`config.mk`:
```
export PLATFORM = sky130hd
export DESIGN_NAME = cos_top
export DESIGN_NICKNAME = d
export VERILOG_FILES = /design/src/pkg/cos_pkg.sv /design/src/verilog/cos_edge_delay.sv /design/src/verilog/cos_top.sv
export SDC_FILE = /design/constraint.sdc
export NUM_CORES = 1
export LEC_CHECK = 0
export ABC_CLOCK_PERIOD_IN_PS = 2200
export BUFFER_PORTS_ARGS = -buffer_cell sky130_fd_sc_hd__buf_2
export CORE_UTILIZATION = 50
export DETAILED_ROUTE_END_ITERATION = 7
export PLACE_DENSITY_LB_ADDON = 0.12
export SYNTH_ARGS = -nofsm -noshare
export SYNTH_HDL_FRONTEND = slang
export SYNTH_SLANG_ARGS = --single-unit
```
`constraint.sdc`:
```
create_clock -name sys_clk -period 2.2 [get_ports sys_clk]
set_input_delay 0.66 -clock sys_clk [delete_from_list [all_inputs] [get_ports sys_clk]]
set_output_delay 0.66 -clock sys_clk [all_outputs]
set_load 0.1 [all_outputs]
```
`src/pkg/cos_pkg.sv`:
```
// constants, register map and field layout of the output steering block
//
// Summary of operation
// - source 3 on: logic cell two low forces shutdown
// - source 2 on: comparator 2 low forces shutdown
// - source 1 on: comparator 1 low forces shutdown
// - source 0 on: mapped shutdown pin low forces shutdown
// - unused upper register bits read zero
// - steering set: waveform after polarity drives the output
// - steering clear: output driven from its static level bit
// - static levels D,C,B,A at bits 7..4; one high
// - rise timebase 0: primary delayed rise count clocks
// - rise timebase 1: primary delayed rise count chain steps
// - fall timebase 0: complementary delayed fall count clocks
// - fall timebase 1: complementary delayed fall count steps
// - rising event blanks falling events for rise blank count
// - shutdown: each pair takes 11 hi, 10 lo, 01 z, 00 idle
// - status reads one in shutdown; auto restart on rising event
// - falling event blanks rising events for fall blank count
package cos_pkg;
    // byte addresses of the registers on the bus
    localparam logic [7:0] ADDR_SRC_EN = 8'h00;
    localparam logic [7:0] ADDR_STEER = 8'h04;
    localparam logic [7:0] ADDR_RISE_DB = 8'h08;
    localparam logic [7:0] ADDR_FALL_DB = 8'h0C;
    localparam logic [7:0] ADDR_RISE_BLK = 8'h10;
    localparam logic [7:0] ADDR_FALL_BLK = 8'h14;
    localparam logic [7:0] ADDR_CTRL = 8'h18;
    localparam logic [7:0] ADDR_INT_STAT = 8'h1C;
    localparam logic [7:0] ADDR_INT_MASK = 8'h20;
    // control and steering register field positions
    localparam int CTRL_OVR_AC_LO = 0;
    localparam int CTRL_OVR_BD_LO = 2;
    localparam int CTRL_POL_LO = 4;
    localparam int CTRL_RESTART = 8;
    localparam int CTRL_RISE_TB = 9;
    localparam int CTRL_FALL_TB = 10;
    localparam int CTRL_SHUT_FLAG = 11;
    localparam int STEER_STATIC_LO = 4;
    // interrupt status bits
    localparam int IRQ_SHUT = 0;
    localparam int IRQ_RISE = 1;
    localparam int IRQ_FALL = 2;
    // reset values
    localparam logic [3:0] SRC_EN_RST = 4'h0;
    localparam logic [7:0] STEER_RST = 8'h00;
    localparam logic [5:0] COUNT_RST = 6'h00;
    localparam logic [10:0] CTRL_RST = 11'h000;
    localparam logic [2:0] IRQ_RST = 3'h0;
    // override level codes
    localparam logic [1:0] OVR_HIGH = 2'h3;
    localparam logic [1:0] OVR_LOW = 2'h2;
    localparam logic [1:0] OVR_TRI = 2'h1;
    localparam logic [1:0] OVR_IDLE = 2'h0;
    // delay chain element period in generator clocks
    localparam int CHAIN_STEP_NS = 8;
    localparam int CLK_PERIOD_NS = 8;
    localparam logic [3:0] CHAIN_STEP_CYC =
        4'((CHAIN_STEP_NS + CLK_PERIOD_NS - 1) / CLK_PERIOD_NS);
    // AHB encodings
    localparam logic [1:0] HTRANS_NONSEQ = 2'h2;
    localparam logic [2:0] HSIZE_WORD = 3'h2;
    typedef enum logic [1:0] {
        DLY_IDLE = 2'b01,
        DLY_RUN = 2'b10
    } cos_dly_state_type;
endpackage

```
`src/verilog/cos_edge_delay.sv`:
```
// one edge delay timer counting clocks or delay chain steps
`timescale 1ns/100ps
module cos_edge_delay
    import cos_pkg::*;
(
    // clock and reset
    input wire logic sys_clk,
    input wire logic rst_b,
    // control
    input wire logic start,
    input wire logic [5:0] count,
    input wire logic chainBase,
    // result
    output logic done
);
    cos_dly_state_type state_r, state_nxt;
    logic [5:0] cnt_r, cnt_nxt;
    logic [3:0] step_r, step_nxt;
    logic done_r, done_nxt;

    // step prescaler makes chain periods out of clocks
    always_comb begin
        state_nxt = state_r;
        cnt_nxt = cnt_r;
        step_nxt = step_r;
        done_nxt = 1'b0;
        unique case (state_r)
            DLY_IDLE: begin
                if (start) begin
                    if (count == COUNT_RST) begin
                        done_nxt = 1'b1;
                    end else begin
                        state_nxt = DLY_RUN;
                        cnt_nxt = count;
                        step_nxt = 4'h1;
                    end
                end
            end
            DLY_RUN: begin
                // a chain step ends after CHAIN_STEP_CYC clocks
                if (!chainBase || step_r >= CHAIN_STEP_CYC) begin
                    step_nxt = 4'h1;
                    cnt_nxt = cnt_r - 6'h01;
                    if (cnt_r == 6'h01) begin
                        state_nxt = DLY_IDLE;
                        done_nxt = 1'b1;
                    end
                end else begin
                    step_nxt = step_r + 4'h1;
                end
                // a fresh start restarts the count
                if (start) begin
                    cnt_nxt = count;
                    step_nxt = 4'h1;
                    done_nxt = (count == COUNT_RST);
                    state_nxt = (count == COUNT_RST) ? DLY_IDLE : DLY_RUN;
                end
            end
        endcase
    end

    always_ff @(posedge sys_clk) begin
        if (!rst_b) begin
            state_r <= DLY_IDLE;
            cnt_r <= COUNT_RST;
            step_r <= 4'h1;
            done_r <= 1'b0;
        end else begin
            state_r <= state_nxt;
            cnt_r <= cnt_nxt;
            step_r <= step_nxt;
            done_r <= done_nxt;
        end
    end

    assign done = done_r;
endmodule

```
`src/verilog/cos_top.sv`:
```
// output steering, shutdown, dead band and blanking of the output generator
`timescale 1ns/100ps
module cos_top
    import cos_pkg::*;
(
    // clock and reset
    input wire logic sys_clk,
    input wire logic rst_b,
    // AHB-Lite slave
    input wire logic hsel,
    input wire logic [31:0] haddr,
    input wire logic [1:0] htrans,
    input wire logic hwrite,
    input wire logic [2:0] hsize,
    input wire logic [31:0] hwdata,
    input wire logic hready,
    output logic [31:0] hrdata,
    output logic hreadyout,
    output logic hresp,
    // event inputs from the generator
    input wire logic riseEvent,
    input wire logic fallEvent,
    // shutdown sources, all active low
    input wire logic shutdownPinMapping,
    input wire logic comparator1Out,
    input wire logic comparator2Out,
    input wire logic logicCellTwoOutput,
    // driver outputs a..d with enables
    output logic [3:0] outputLevel,
    output logic [3:0] outputEnable,
    // interrupt
    output logic irq
);
    // software state
    logic [3:0] srcEn_r, srcEn_nxt;
    logic [7:0] steer_r, steer_nxt;
    logic [5:0] riseDb_r, riseDb_nxt, fallDb_r, fallDb_nxt;
    logic [5:0] riseBlk_r, riseBlk_nxt, fallBlk_r, fallBlk_nxt;
    logic [10:0] ctrl_r, ctrl_nxt;
    logic [2:0] irqStat_r, irqStat_nxt, irqMask_r, irqMask_nxt;
    // bus data phase state
    logic wrPend_r, wrPend_nxt;
    logic [7:0] wrAddr_r, wrAddr_nxt;
    logic [31:0] rdata_r, rdata_nxt;
    // waveform state
    logic shut_r, shut_nxt;
    logic wave_r, wave_nxt;
    logic primary_r, primary_nxt, compl_r, compl_nxt;
    logic [5:0] blkCnt_r, blkCnt_nxt;
    logic blkFall_r, blkFall_nxt;
    logic [3:0] outLvl_r, outLvl_nxt, outEn_r, outEn_nxt;
    logic irq_r, irq_nxt;
    // combinational helpers
    logic addrOk, srcLow, riseOk, fallOk, riseDone, fallDone;
    logic [3:0] wave4, polar;
    logic [7:0] selAddr;

    // read mux over the register file
    function automatic logic [31:0] readReg(input logic [7:0] a);
        logic [31:0] v;
        v = 32'h0000_0000;
        unique case (a)
            ADDR_SRC_EN: v = {28'h0, srcEn_r};
            ADDR_STEER: v = {24'h0, steer_r};
            ADDR_RISE_DB: v = {26'h0, riseDb_r};
            ADDR_FALL_DB: v = {26'h0, fallDb_r};
            ADDR_RISE_BLK: v = {26'h0, riseBlk_r};
            ADDR_FALL_BLK: v = {26'h0, fallBlk_r};
            ADDR_CTRL: v = {20'h0, shut_r, ctrl_r};
            ADDR_INT_STAT: v = {29'h0, irqStat_r};
            ADDR_INT_MASK: v = {29'h0, irqMask_r};
            default: v = 32'h0000_0000;
        endcase
        return v;
    endfunction

    assign selAddr = haddr[7:0];
    assign addrOk = hsel && hready && htrans == HTRANS_NONSEQ;

    // bus slave: zero wait states, writes land in the data phase
    always_comb begin
        wrPend_nxt = 1'b0;
        wrAddr_nxt = wrAddr_r;
        rdata_nxt = rdata_r;
        if (addrOk) begin
            wrPend_nxt = hwrite;
            wrAddr_nxt = selAddr;
            if (!hwrite) begin
                rdata_nxt = readReg(selAddr);
            end
        end
    end

    always_ff @(posedge sys_clk) begin
        if (!rst_b) begin
            wrPend_r <= 1'b0;
            wrAddr_r <= 8'h00;
            rdata_r <= 32'h0000_0000;
        end else begin
            wrPend_r <= wrPend_nxt;
            wrAddr_r <= wrAddr_nxt;
            rdata_r <= rdata_nxt;
        end
    end

    // register writes; interrupt flags set wins over write-one clear
    always_comb begin
        srcEn_nxt = srcEn_r;
        steer_nxt = steer_r;
        riseDb_nxt = riseDb_r;
        fallDb_nxt = fallDb_r;
        riseBlk_nxt = riseBlk_r;
        fallBlk_nxt = fallBlk_r;
        ctrl_nxt = ctrl_r;
        irqMask_nxt = irqMask_r;
        irqStat_nxt = irqStat_r;
        if (wrPend_r) begin
            unique case (wrAddr_r)
                ADDR_SRC_EN: srcEn_nxt = hwdata[3:0];
                ADDR_STEER: steer_nxt = hwdata[7:0];
                ADDR_RISE_DB: riseDb_nxt = hwdata[5:0];
                ADDR_FALL_DB: fallDb_nxt = hwdata[5:0];
                ADDR_RISE_BLK: riseBlk_nxt = hwdata[5:0];
                ADDR_FALL_BLK: fallBlk_nxt = hwdata[5:0];
                ADDR_CTRL: ctrl_nxt = hwdata[10:0];
                ADDR_INT_MASK: irqMask_nxt = hwdata[2:0];
                ADDR_INT_STAT: irqStat_nxt = irqStat_r & ~hwdata[2:0];
                default: ;
            endcase
        end
        irqStat_nxt[IRQ_SHUT] = irqStat_nxt[IRQ_SHUT] | (shut_nxt & ~shut_r);
        irqStat_nxt[IRQ_RISE] = irqStat_nxt[IRQ_RISE] | riseOk;
        irqStat_nxt[IRQ_FALL] = irqStat_nxt[IRQ_FALL] | fallOk;
        irq_nxt = |(irqStat_nxt & irqMask_nxt);
    end

    always_ff @(posedge sys_clk) begin
        if (!rst_b) begin
            srcEn_r <= SRC_EN_RST;
            steer_r <= STEER_RST;
            riseDb_r <= COUNT_RST;
            fallDb_r <= COUNT_RST;
            riseBlk_r <= COUNT_RST;
            fallBlk_r <= COUNT_RST;
            ctrl_r <= CTRL_RST;
            irqMask_r <= IRQ_RST;
            irqStat_r <= IRQ_RST;
            irq_r <= 1'b0;
        end else begin
            srcEn_r <= srcEn_nxt;
            steer_r <= steer_nxt;
            riseDb_r <= riseDb_nxt;
            fallDb_r <= fallDb_nxt;
            riseBlk_r <= riseBlk_nxt;
            fallBlk_r <= fallBlk_nxt;
            ctrl_r <= ctrl_nxt;
            irqMask_r <= irqMask_nxt;
            irqStat_r <= irqStat_nxt;
            irq_r <= irq_nxt;
        end
    end

    // any enabled source held low forces shutdown
    assign srcLow = (srcEn_r[3] & ~logicCellTwoOutput)
        | (srcEn_r[2] & ~comparator2Out)
        | (srcEn_r[1] & ~comparator1Out)
        | (srcEn_r[0] & ~shutdownPinMapping);

    // blanking gates the opposite event while the counter runs
    assign riseOk = riseEvent && !(blkFall_r == 1'b1 && blkCnt_r != 6'h00);
    assign fallOk = fallEvent && !(blkFall_r == 1'b0 && blkCnt_r != 6'h00)
        && !riseOk;

    // event handling, blanking and shutdown state
    always_comb begin
        shut_nxt = shut_r;
        wave_nxt = wave_r;
        blkCnt_nxt = (blkCnt_r != 6'h00) ? blkCnt_r - 6'h01 : blkCnt_r;
        blkFall_nxt = blkFall_r;
        primary_nxt = primary_r;
        compl_nxt = compl_r;
        if (riseOk) begin
            wave_nxt = 1'b1;
            compl_nxt = 1'b0;
            blkCnt_nxt = riseBlk_r;
            blkFall_nxt = 1'b0;
        end
        if (fallOk) begin
            wave_nxt = 1'b0;
            primary_nxt = 1'b0;
            blkCnt_nxt = fallBlk_r;
            blkFall_nxt = 1'b1;
        end
        // primary rises only after the rise dead band ran out
        if (riseDone && wave_r) begin
            primary_nxt = 1'b1;
        end
        if (fallDone && !wave_r) begin
            compl_nxt = 1'b1;
        end
        // auto restart only on a rising event once sources have cleared
        if (srcLow) begin
            shut_nxt = 1'b1;
        end else if (shut_r && ctrl_r[CTRL_RESTART] && riseOk) begin
            shut_nxt = 1'b0;
        end
        if (wrPend_r && wrAddr_r == ADDR_CTRL && !hwdata[CTRL_SHUT_FLAG]
                && !srcLow) begin
            shut_nxt = 1'b0; // software clears shutdown by writing zero
        end
    end

    // dead band timers: rise feeds primary, fall feeds complementary
    cos_edge_delay u_rise_dly (
        .sys_clk(sys_clk),
        .rst_b(rst_b),
        .start(riseOk),
        .count(riseDb_r),
        .chainBase(ctrl_r[CTRL_RISE_TB]),
        .done(riseDone)
    );
    cos_edge_delay u_fall_dly (
        .sys_clk(sys_clk),
        .rst_b(rst_b),
        .start(fallOk),
        .count(fallDb_r),
        .chainBase(ctrl_r[CTRL_FALL_TB]),
        .done(fallDone)
    );

    // outputs a,b follow primary; c,d the complementary waveform
    assign wave4 = {compl_r, compl_r, primary_r, primary_r};
    assign polar = ctrl_r[CTRL_POL_LO +: 4];

    // steering, static levels and shutdown override per output
    always_comb begin
        logic [1:0] ovr;
        ovr = OVR_IDLE;
        outLvl_nxt = 4'h0;
        outEn_nxt = 4'hF;
        for (int i = 0; i < 4; i++) begin
            if (steer_r[i]) begin
                outLvl_nxt[i] = wave4[i] ^ polar[i];
            end else begin
                outLvl_nxt[i] = steer_r[STEER_STATIC_LO + i];
            end
            if (shut_r) begin
                ovr = (i == 0 || i == 2) ? ctrl_r[CTRL_OVR_AC_LO +: 2]
                    : ctrl_r[CTRL_OVR_BD_LO +: 2];
                unique case (ovr)
                    OVR_HIGH: outLvl_nxt[i] = 1'b1;
                    OVR_LOW: outLvl_nxt[i] = 1'b0;
                    OVR_TRI: begin
                        outLvl_nxt[i] = 1'b0;
                        outEn_nxt[i] = 1'b0;
                    end
                    OVR_IDLE: outLvl_nxt[i] = polar[i];
                endcase
            end
        end
    end

    always_ff @(posedge sys_clk) begin
        if (!rst_b) begin
            shut_r <= 1'b0;
            wave_r <= 1'b0;
            primary_r <= 1'b0;
            compl_r <= 1'b0;
            blkCnt_r <= COUNT_RST;
            blkFall_r <= 1'b0;
            outLvl_r <= 4'h0;
            outEn_r <= 4'hF;
        end else begin
            shut_r <= shut_nxt;
            wave_r <= wave_nxt;
            primary_r <= primary_nxt;
            compl_r <= compl_nxt;
            blkCnt_r <= blkCnt_nxt;
            blkFall_r <= blkFall_nxt;
            outLvl_r <= outLvl_nxt;
            outEn_r <= outEn_nxt;
        end
    end

    assign hrdata = rdata_r;
    assign hreadyout = 1'b1;
    assign hresp = 1'b0;
    assign outputLevel = outLvl_r;
    assign outputEnable = outEn_r;
    assign irq = irq_r;
endmodule

```
After elaboration in Yosys (flattened, before gate mapping) --
Cells that the tools add are included.
Word-level totals: flip-flop bits (word level) 140, bits in latches 0, memory bits (writable) 0, ROM bits 0, input bits 80, output and inout port bits 43, memories kept 0
Cells by class: $add $sub $neg 5, multipliers 0, div/mod/pow operators 0, order comparisons 2, eq/ne operators 37, shift-type cells 0, muxes and demuxes 78, bitwise logic cells 26, reduce and logical (&&, ||, !) cells 54
Operator list (count):
- case mux 12 bit (9 select lines) | 1
- 2-to-1 mux 6 bit | 11
- equality test 8 x 5 -> 1 bit (second input constant) | 8
- equality test 8 x 4 -> 1 bit (second input constant) | 4
- 2-to-1 mux 4 bit | 8
- 2-to-1 mux 1 bit | 30
- 2-to-1 mux 2 bit | 12
- case mux 6 bit (2 select lines) | 2
- AND reduction 2 bit | 11
- subtractor 6 x 1 -> 6 bit (second input constant) | 3
- equality test 8 x 3 -> 1 bit (second input constant) | 2
- equality test 8 x 6 -> 1 bit (second input constant) | 2
- zero test 8 bit | 2
- case mux 4 bit (2 select lines) | 2
- equality test 2 bit (second input constant) | 7
- logical AND 1 bit | 14
- equality test 6 x 1 -> 1 bit (second input constant) | 2
- zero test 6 bit | 2
- 2-to-1 mux 3 bit | 4
- != test 3 x 2 -> 1 bit (second input constant) | 4
- case mux 1 bit (3 select lines) | 4
- adder 4 x 1 -> 4 bit (second input constant) | 2
- equality test 2 x 1 -> 1 bit (second input constant) | 4
- greater-or-equal comparator 4 x 1 -> 1 bit (second input constant) | 2
- other kinds (19) | 59

Longest topological paths before layout --
Gate-level depths: netlist of run 1.
word-level depth 12, gate-level depth with buffers 9

Cells and area by module --
A second synthesis of run 1 with hierarchy kept.
Unflattened totals: cell total of the unflattened synthesis 699, area total of the unflattened synthesis 6331.1 sq um
By module, submodules not included:
- cos_top | instances 1, cells each 505, area each 4684.5 sq um
- cos_edge_delay | instances 2, cells each 97, area each 823.3 sq um

Worst setup path after synthesis of run 1 --
Ideal clock, no wire load.
kind input -> register, start point in haddr[5], end point reg rdata_r[3], in the netlist hrdata[3], data arrival time 2110 ps, path slack 27 ps, stages 7, buffers on the path 2, cell sequence buf_2 or4b_1 clkbuf_1 or3_1 a21oi_1 a211o_1 a32o_1
On the way: cells in the longest elaborated chain, start to end 2
RTL lines:
- start, declared | line cos_top.sv:11 | input wire logic [31:0] haddr,
- equality test 8 x 6 -> 1 bit, or another cell as far along | line cos_top.sv:62 | unique case (a)
- case mux 12 bit (9 select lines) (*) | line cos_top.sv:62
- end signal, assigned | line cos_top.sv:102 | rdata_r <= rdata_nxt;
- end, declared | line cos_top.sv:44 | logic [31:0] rdata_r, rdata_nxt;
Mark *: on every way between the ends. The rest lies on a longest branch, timed or not. A chain may end at the register's enable or synchronous reset.

Worst setup path after layout of run 1 --
start point reg blkCnt_r[0], end point reg u_rise_dly.cnt_r[1]
On the way: cells in the longest elaborated chain, start to end 6
RTL lines:
- start, declared | line cos_top.sv:49 | logic [5:0] blkCnt_r, blkCnt_nxt;
- start signal, assigned | line cos_top.sv:278 | blkCnt_r <= blkCnt_nxt;
- nonzero test 6 bit (*) | line cos_top.sv:170 | assign riseOk = riseEvent && !(blkFall_r == 1'b1 && blkCnt_r != 6'h00);
- logical AND 1 bit (*) | line cos_top.sv:170
- zero test 1 bit (*) | line cos_top.sv:170
- logical AND 1 bit (*) | line cos_top.sv:170
- != test 3 x 2 -> 1 bit (no source line), or another cell as far along
- AND reduction 3 bit (no source line) or case mux 6 bit (2 select lines) (tied branches)
- end signal, assigned | line cos_edge_delay.sv:70 | cnt_r <= cnt_nxt;
- end, declared | line cos_edge_delay.sv:17 | logic [5:0] cnt_r, cnt_nxt;
Marked as above.

==> flow_summary_export.csv, run 1 <==
group,metric,value,unit
clock_tree,ctsRootBufferMaster,"clkbuf_16",
setup_path,required,2.56,ns
setup_path,startpoint_type,"register",
yosys,synth_seq_cells,118,
finish,ff_latch_area,2360,µm²
power_and_ir_drop,power.share.clock,0.410,
hold_path,hp-start,"ctrl_r[3]",
finish,area_growth,20.6,%
global_routing,grt_antenna_before_repair,0,
setup_path,cp-end-kind,"register",
setup_path,worstRegToRegCells,9,
sta,tightest_slew,0.566,ns
clock_tree,ctsHoldBuffers,0,
global_routing,grt_max_degree,21,
floorplan,rows,39,
finish,nets,883,
setup_path,critical_path_class,"register to register",
floorplan,die_w,112,µm
hold_path,hold_class,"register to register",
setup_path,r2r_start,"blkCnt_r[0]",
floorplan,dieArea,12500,µm²
place,dp_hpwl,12300,µm
clock_tree,h-tree-depth,4,
route,antenna_left,0,
route,viasPerCell,5.71,
hold_path,min_to,"ctrl_r[3]",
yosys,syn-cell-area,6010,µm²
power_and_ir_drop,sw_frac_of_total,0.311,
yosys,async_reset_ff_frac,0,
setup_path,cp.arrival,2.49,ns
finish,fin_area,7250,µm²
setup_path,cp_max_fo,5,
sta,worst_clock_skew,0.00730,ns
global_routing,overflow,0,
outcome,violations,"DRC",
finish,layout-drive-gt1-share,0.215,
route,drcViolationCount,6,
place,port_buffers,53,
outcome,status,"finished, violations left",
yosys,ys_types,73,
floorplan,start_util,0.520,
floorplan,pin_count,123,
yosys,ys.flop_type,"dfxtp_1",
setup_path,r2r_slack,0.07,ns
route,drtIter0Drc,333,
route,dr.pass1.iters,8,
power_and_ir_drop,power.share.combinational,0.232,
finish,n_fill_cell,1004,
clock_tree,cts-buffers-inserted,17,
route,wl_per_cell,17.6,µm
route,routed_wl,16600,µm
setup_path,worstReg2RegEnd,"u_rise_dly.cnt_r[1]",
job,cap_violations,0,
global_routing,grt_pass1_vias,5354,
yosys,seq_area_frac_synth,0.393,
place,gp_congestion,0.949,
clock_tree,clk_latency,0.42,ns
sta,min_period_over_period,0.967,
power_and_ir_drop,seqPwrFrac,0.358,
floorplan,fp.dieH,112,µm
sta,fmax,0.470,GHz
yosys,synth_edf_count,0,
sta,fin_hold_ws,0.449,ns
sta,relSlewSlack,0.622,
clock_tree,clockBufferDepth,2,
clock_tree,clock_sinks,118,
floorplan,coreArea,11600,µm²
power_and_ir_drop,ir_worst_vdd,0.000771,V
route,vias,5393,
yosys,yosysWarnings,0,
sta,hold_violations,0,
power_and_ir_drop,p_int,4.60,mW
finish,num_antenna_cells,0,
power_and_ir_drop,power_leakage,2.88,nW
hold_path,hold_depth,2,
power_and_ir_drop,p_switching,2.08,mW
global_routing,grt_pass1_wl,27600,µm
place,post_dp_cell_area,6610,µm²
yosys,syn_inst,702,
power_and_ir_drop,power_density,921,nW/µm²
clock_tree,cts_tree,"done",
global_routing,grtUsageTotal,0.285,
yosys,syn_avg_cell_area,8.56,µm²
sta,final_max_slew_viol_count,0,
sta,setup_violations,0,
finish,multi_input_area,3300,µm²
clock_tree,path_clk_slew,0.06,ns
sta,post-route-min-period,2.13,ns
[final cells by class]
type | instances | share of cell area
inverter | 27 | 0.0140
timing repair buffer | 110 | 0.0979
clock inverter | 14 | 0.0209
tap | 143 | 0.0247
clock buffer | 18 | 0.0606
multi-input combinational | 514 | 0.456
sequential | 118 | 0.326
[worst max-delay path, cell delays in order (launching register included)]
cell and delay, ns:
dfxtp_1 0.32, inv_1 0.08, ha_1 0.19, or3b_4 0.42, o31ai_4 0.26, buf_4 0.19, a31oi_4 0.09, buf_4 0.17
a211o_1 0.24, a21oi_2 0.12
[repair_timing]
| action | in CTS | in global routing |
|---|---|---|
| setup buffers | 0 | 3 |
| resized for setup | 0 | 9 |
| setup endpoints to repair | 0 | 28 |
| endpoints found under the hold margin | 0 | 0 |
[cell usage after synthesis, types with 6 or more instances]
library cell / number / area (µm²)
nor2_1: 85 / 319
clkbuf_1: 27 / 101
a222oi_1: 6 / 60.1
ha_1: 15 / 188
a32oi_1: 6 / 52.6
or3_1: 11 / 68.8
a211oi_1: 7 / 52.6
mux2i_1: 49 / 490
buf_4: 26 / 195
inv_1: 27 / 101
o21a_1: 6 / 45.0
nand2b_1: 12 / 75.1
o22ai_1: 8 / 50.1
a32o_1: 6 / 60.1
a31oi_1: 9 / 56.3
o21ai_0: 11 / 55.1
nand3_1: 22 / 110
xnor2_1: 8 / 70.1
dfxtp_1: 118 / 2360
a21oi_1: 45 / 225
nor3_1: 10 / 50.1
nand2_1: 76 / 285
nor2b_1: 7 / 43.8
[state kept, by name (all words and copies together), names as in the netlist, 6 cells and up]
| signal | count |
|---|---|
| ctrl_r | 11 |
| fallDb_r | 6 |
| wrAddr_r | 8 |
| blkCnt_r | 6 |
| u_rise_dly.cnt_r | 6 |
| riseBlk_r | 6 |
| hrdata | 12 |
| steer_r | 8 |
| riseDb_r | 6 |
| u_fall_dly.cnt_r | 6 |
| fallBlk_r | 6 |
[worst max path at each step]
stage	from	to	depth (start not counted)
after floorplan	haddr[5]	hrdata[3]	7
after global placement	haddr[2]	hrdata[0]	8
after detailed placement	riseEvent	blkCnt_r[1]	7
after CTS	u_rise_dly.step_r[1]	u_rise_dly.cnt_r[5]	8
after global routing	blkCnt_r[0]	u_rise_dly.step_r[1]	8
final	blkCnt_r[0]	u_rise_dly.cnt_r[1]	9
[cell usage in the layout, fill, tap and decap left out, types with 6 or more instances in the layout]
master	n
o22ai_1	7
o21a_1	6
clkbuf_16	17
nor3_1	10
a222oi_1	6
nor2b_1	7
inv_1	26
a31oi_1	9
nor2_1	85
dfxtp_1	117
a21oi_1	45
conb_1	22
buf_4	55
nand3_1	22
nand2_1	76
or3_1	11
nand2b_1	12
a32oi_1	6
a32o_1	6
ha_1	15
xnor2_1	8
o21ai_0	11
mux2i_1	49
buf_2	53
a211oi_1	7
[metrics by stage]
stage	util	setup slack [ns]	TNS [ns]	cells	power, mW
final	0.627	0.0731	0	944	6.67
after detailed placement	0.571	-0.00620	-0.00620	909	3.84
after global routing	0.627	-0.0122	-0.0213	944	6.97
after global placement	0.571	-0.0134	-0.0139	909	3.80
after floorplan	-	0.0267	0	722	3.46
after CTS	0.622	0.0155	0	941	6.58
[layer usage]
metal,global-route usage,routed length (µm),part of all wire,vias up
li1,-,-,-,2627
met1,0.354,7410,0.45,2536
met2,0.470,7850,0.47,193
met3,0.0599,883,0.053,37
met4,0.140,477,0.029,0
met5,0,0,0,-
[logic make-up after synthesis]
family                   count (synthesis)  share of synthesized area
XOR/XNOR                                10                     0.0146
buffers and inverters                   90                     0.0745
AND/OR/NAND/NOR                        265                      0.220
AO/OA/AOI/OAI                          150                      0.179
other                                    2                    0.00125
adder cells (fa/ha/maj)                 15                     0.0312
flip-flops                             118                      0.393
multiplexers                            52                     0.0872
[power by group through the flow]
stage | clock network, mW | logic, mW | registers, mW
2_1_floorplan | 0 | 1.06 | 2.40
3_3_place_gp | 0 | 1.38 | 2.43
3_5_place_dp | 0 | 1.40 | 2.43
4_1_cts | 2.77 | 1.43 | 2.39
5_1_grt | 2.89 | 1.67 | 2.41
6_report | 2.73 | 1.55 | 2.39
Note: power is estimated with default switching activity, not from simulation.
==> run 2, diff against run 1 <==
- ABC_AREA: not set -> 1
- SETUP_SLACK_MARGIN: not set -> 0.02
==> flow_summary_export.csv, run 2 <==
group,metric,value,unit
setup_path,required,2.51,ns
yosys,yosysTopAreaCell,"dfxtp_1",
place,gp_congestion,0.907,
finish,num_antenna_cells,0,
floorplan,fp.dieH,110,µm
clock_tree,cts-resized-gates,0,
yosys,yosysWarnings,0,
job,cap_violations,0,
route,antenna_left,0,
sta,post-route-min-period,1.94,ns
clock_tree,ctsHoldBuffers,0,
finish,n_fill_cell,1054,
finish,area_growth,16.9,%
clock_tree,path_clk_slew,0.05,ns
place,dp_slack,0.176,ns
finish,layout-drive-gt1-share,0.141,
route,drtIter0Drc,429,
outcome,status,"finished, final reports clean",
place,post_dp_cell_area,6230,µm²
sta,relSlewSlack,0.648,
sta,min_period_over_period,0.881,
sta,setup_ws,0.261,ns
yosys,synth_top_area_frac,0.402,
finish,layout_common_cells,"nand2_1 (161), dfxtp_1 (118), nor2_1 (97)",
setup_path,cp-end-kind,"register",
sta,worst_clock_skew,0.00568,ns
clock_tree,ctsRootBufferMaster,"clkbuf_16",
sta,fin_hold_ws,0.437,ns
route,vias,5585,
finish,final_common_cell,"nand2_1",
power_and_ir_drop,power_leakage,3.14,nW
finish,largest_register_ffs,12,
setup_path,r2r_slack,0.26,ns
setup_path,cp_max_fo,14,
hold_path,min_to,"u_fall_dly.step_r[3]",
setup_path,cp.arrival,2.25,ns
sta,setup_violations,0,
sta,tightest_slew,0.522,ns
setup_path,startpoint_type,"register",
setup_path,worstRegToRegCells,13,
finish,nets,988,
yosys,synth_seq_cells,118,
global_routing,grt_pass1_vias,5175,
global_routing,grt_max_degree,68,
clock_tree,clock_sinks,118,
hold_path,hold_depth,2,
setup_path,cpMostUsedCell,"nand2_4",
power_and_ir_drop,p_switching,2.34,mW
clock_tree,cts-buffers-inserted,17,
yosys,syn_inst,833,
clock_tree,cts_tree,"done",
yosys,synth_edf_count,0,
sta,final_max_slew_viol_count,0,
place,port_buffers,53,
power_and_ir_drop,seqPwrFrac,0.340,
route,drcViolationCount,0,
yosys,synthTopCellsByCount,"nand2_1 (161), dfxtp_1 (118), nor2_1 (97), o21ai_0 (89), inv_1 (83)",
floorplan,die_w,110,µm
hold_path,hp-start,"u_fall_dly.step_r[3]",
yosys,seq_area_frac_synth,0.402,
route,wl_per_cell,14.8,µm
setup_path,slowest_stage,"dfxtp_1",
route,viasPerCell,5.32,
yosys,syn-cell-area,5880,µm²
power_and_ir_drop,sw_frac_of_total,0.321,
floorplan,start_util,0.515,
clock_tree,h-tree-depth,4,
floorplan,dieArea,12200,µm²
power_and_ir_drop,power.share.combinational,0.248,
place,dp_hpwl,11100,µm
setup_path,worstSetupStartpoint,"blkCnt_r[0]",
power_and_ir_drop,p_int,4.94,mW
power_and_ir_drop,power.share.clock,0.412,
setup_path,r2r_start,"blkCnt_r[0]",
route,dr.pass1.iters,5,
finish,fin_area,6870,µm²
setup_path,max_stage_delay,0.35,ns
global_routing,grtUsageTotal,0.265,
floorplan,pin_count,123,
yosys,ys.flop_type,"dfxtp_1",
setup_path,critical_path_class,"register to register",
power_and_ir_drop,ir_worst_vdd,0.000509,V
floorplan,coreArea,11400,µm²
power_and_ir_drop,power_density,1060,nW/µm²
hold_path,hold_class,"register to register",
clock_tree,clk_latency,0.42,ns
yosys,async_reset_ff_frac,0,
yosys,syn_avg_cell_area,7.06,µm²
clock_tree,clockBufferDepth,2,
global_routing,grt_pass1_wl,25500,µm
sta,grt_setup_unrepaired,"no",
sta,hold_violations,0,
global_routing,grt_antenna_before_repair,0,
sta,fmax,0.516,GHz
yosys,yosys-top-cells-area,"dfxtp_1 (40%), nand2_1 (10%), o21ai_0 (7.6%), a21oi_1 (6.4%), nand3_1 (6.3%)",
sta,final.setup.tns,0,ns
floorplan,rows,39,
setup_path,worstReg2RegEnd,"u_rise_dly.cnt_r[0]",
route,routed_wl,15600,µm
yosys,yosysMostFrequentCell,"nand2_1",
yosys,ys_types,37,
clock_tree,postCtsSetupRepairBufs,0,
global_routing,overflow,0,
setup_path,cp_cell_sequence,"inv_1, ha_1, nand3_4, nand2_2, nand2_4, inv_4, nand2_4, nand2_4, o21ai_2, buf_4, nand2_1, nand2_1, nor2_1",
run 2: how the worst max path moves through the flow:
stage,depth (start not counted),slack [ns],end
after floorplan,1,0.18,outputEnable[2]
after global placement,10,0.20,hrdata[3]
after global routing,11,0.1,u_fall_dly.cnt_r[3]
after detailed placement,10,0.18,hrdata[1]
after CTS,13,0.25,u_rise_dly.cnt_r[0]
final,13,0.26,u_rise_dly.cnt_r[0]
run 2: through the flow:
step	utilization	power [mW]	cells
6_report	0.602	7.28	1049
5_1_grt	0.602	7.68	1049
4_1_cts	0.602	7.30	1049
3_5_place_dp	0.546	4.31	1017
3_3_place_gp	0.546	4.24	1017
2_1_floorplan	-	4.03	853
run 2: kinds of logic after synthesis:
logic type	count (synthesis)	synth area share
AO/OA/AOI/OAI	174	0.154
XOR/XNOR	13	0.0194
adder cells (fa/ha/maj)	15	0.0319
buffers and inverters	140	0.114
flip-flops	118	0.402
other	2	0.00128
AND/OR/NAND/NOR	371	0.278
run 2: layout make-up:
cell class	instances	area (µm²)	share of cell area
tap	143	179	0.0260
sequential	118	2360	0.344
timing repair buffer	75	443	0.0644
inverter	86	325	0.0473
clock buffer	21	470	0.0685
multi-input combinational	595	2920	0.425
clock inverter	11	171	0.0249
run 2: layer usage:
| metal | GRT usage | up-vias | share of wire |
|---|---|---|---|
| li1 | - | 2793 | - |
| met1 | 0.350 | 2534 | 0.46 |
| met2 | 0.398 | 220 | 0.45 |
| met3 | 0.0642 | 38 | 0.065 |
| met4 | 0.142 | 0 | 0.033 |
| met5 | 0 | - | 0 |
run 2: worst max-delay path, delay by kind of cell (launching register included):
family	cells	cell delay [ns]
adders and majority gates	1	0.27
buffers and inverters	3	0.39
DFF	1	0.35
AOI/OAI and AO/OA	1	0.06
and+or+nand+nor	8	0.77
run 2: power groups by stage:
stage	registers (mW)	logic (mW)	clock network [mW]
final	2.47	1.80	3.00
after global placement	2.51	1.74	0
after CTS	2.47	1.81	3.02
after detailed placement	2.52	1.79	0
after global routing	2.50	2.05	3.13
after floorplan	2.49	1.54	0
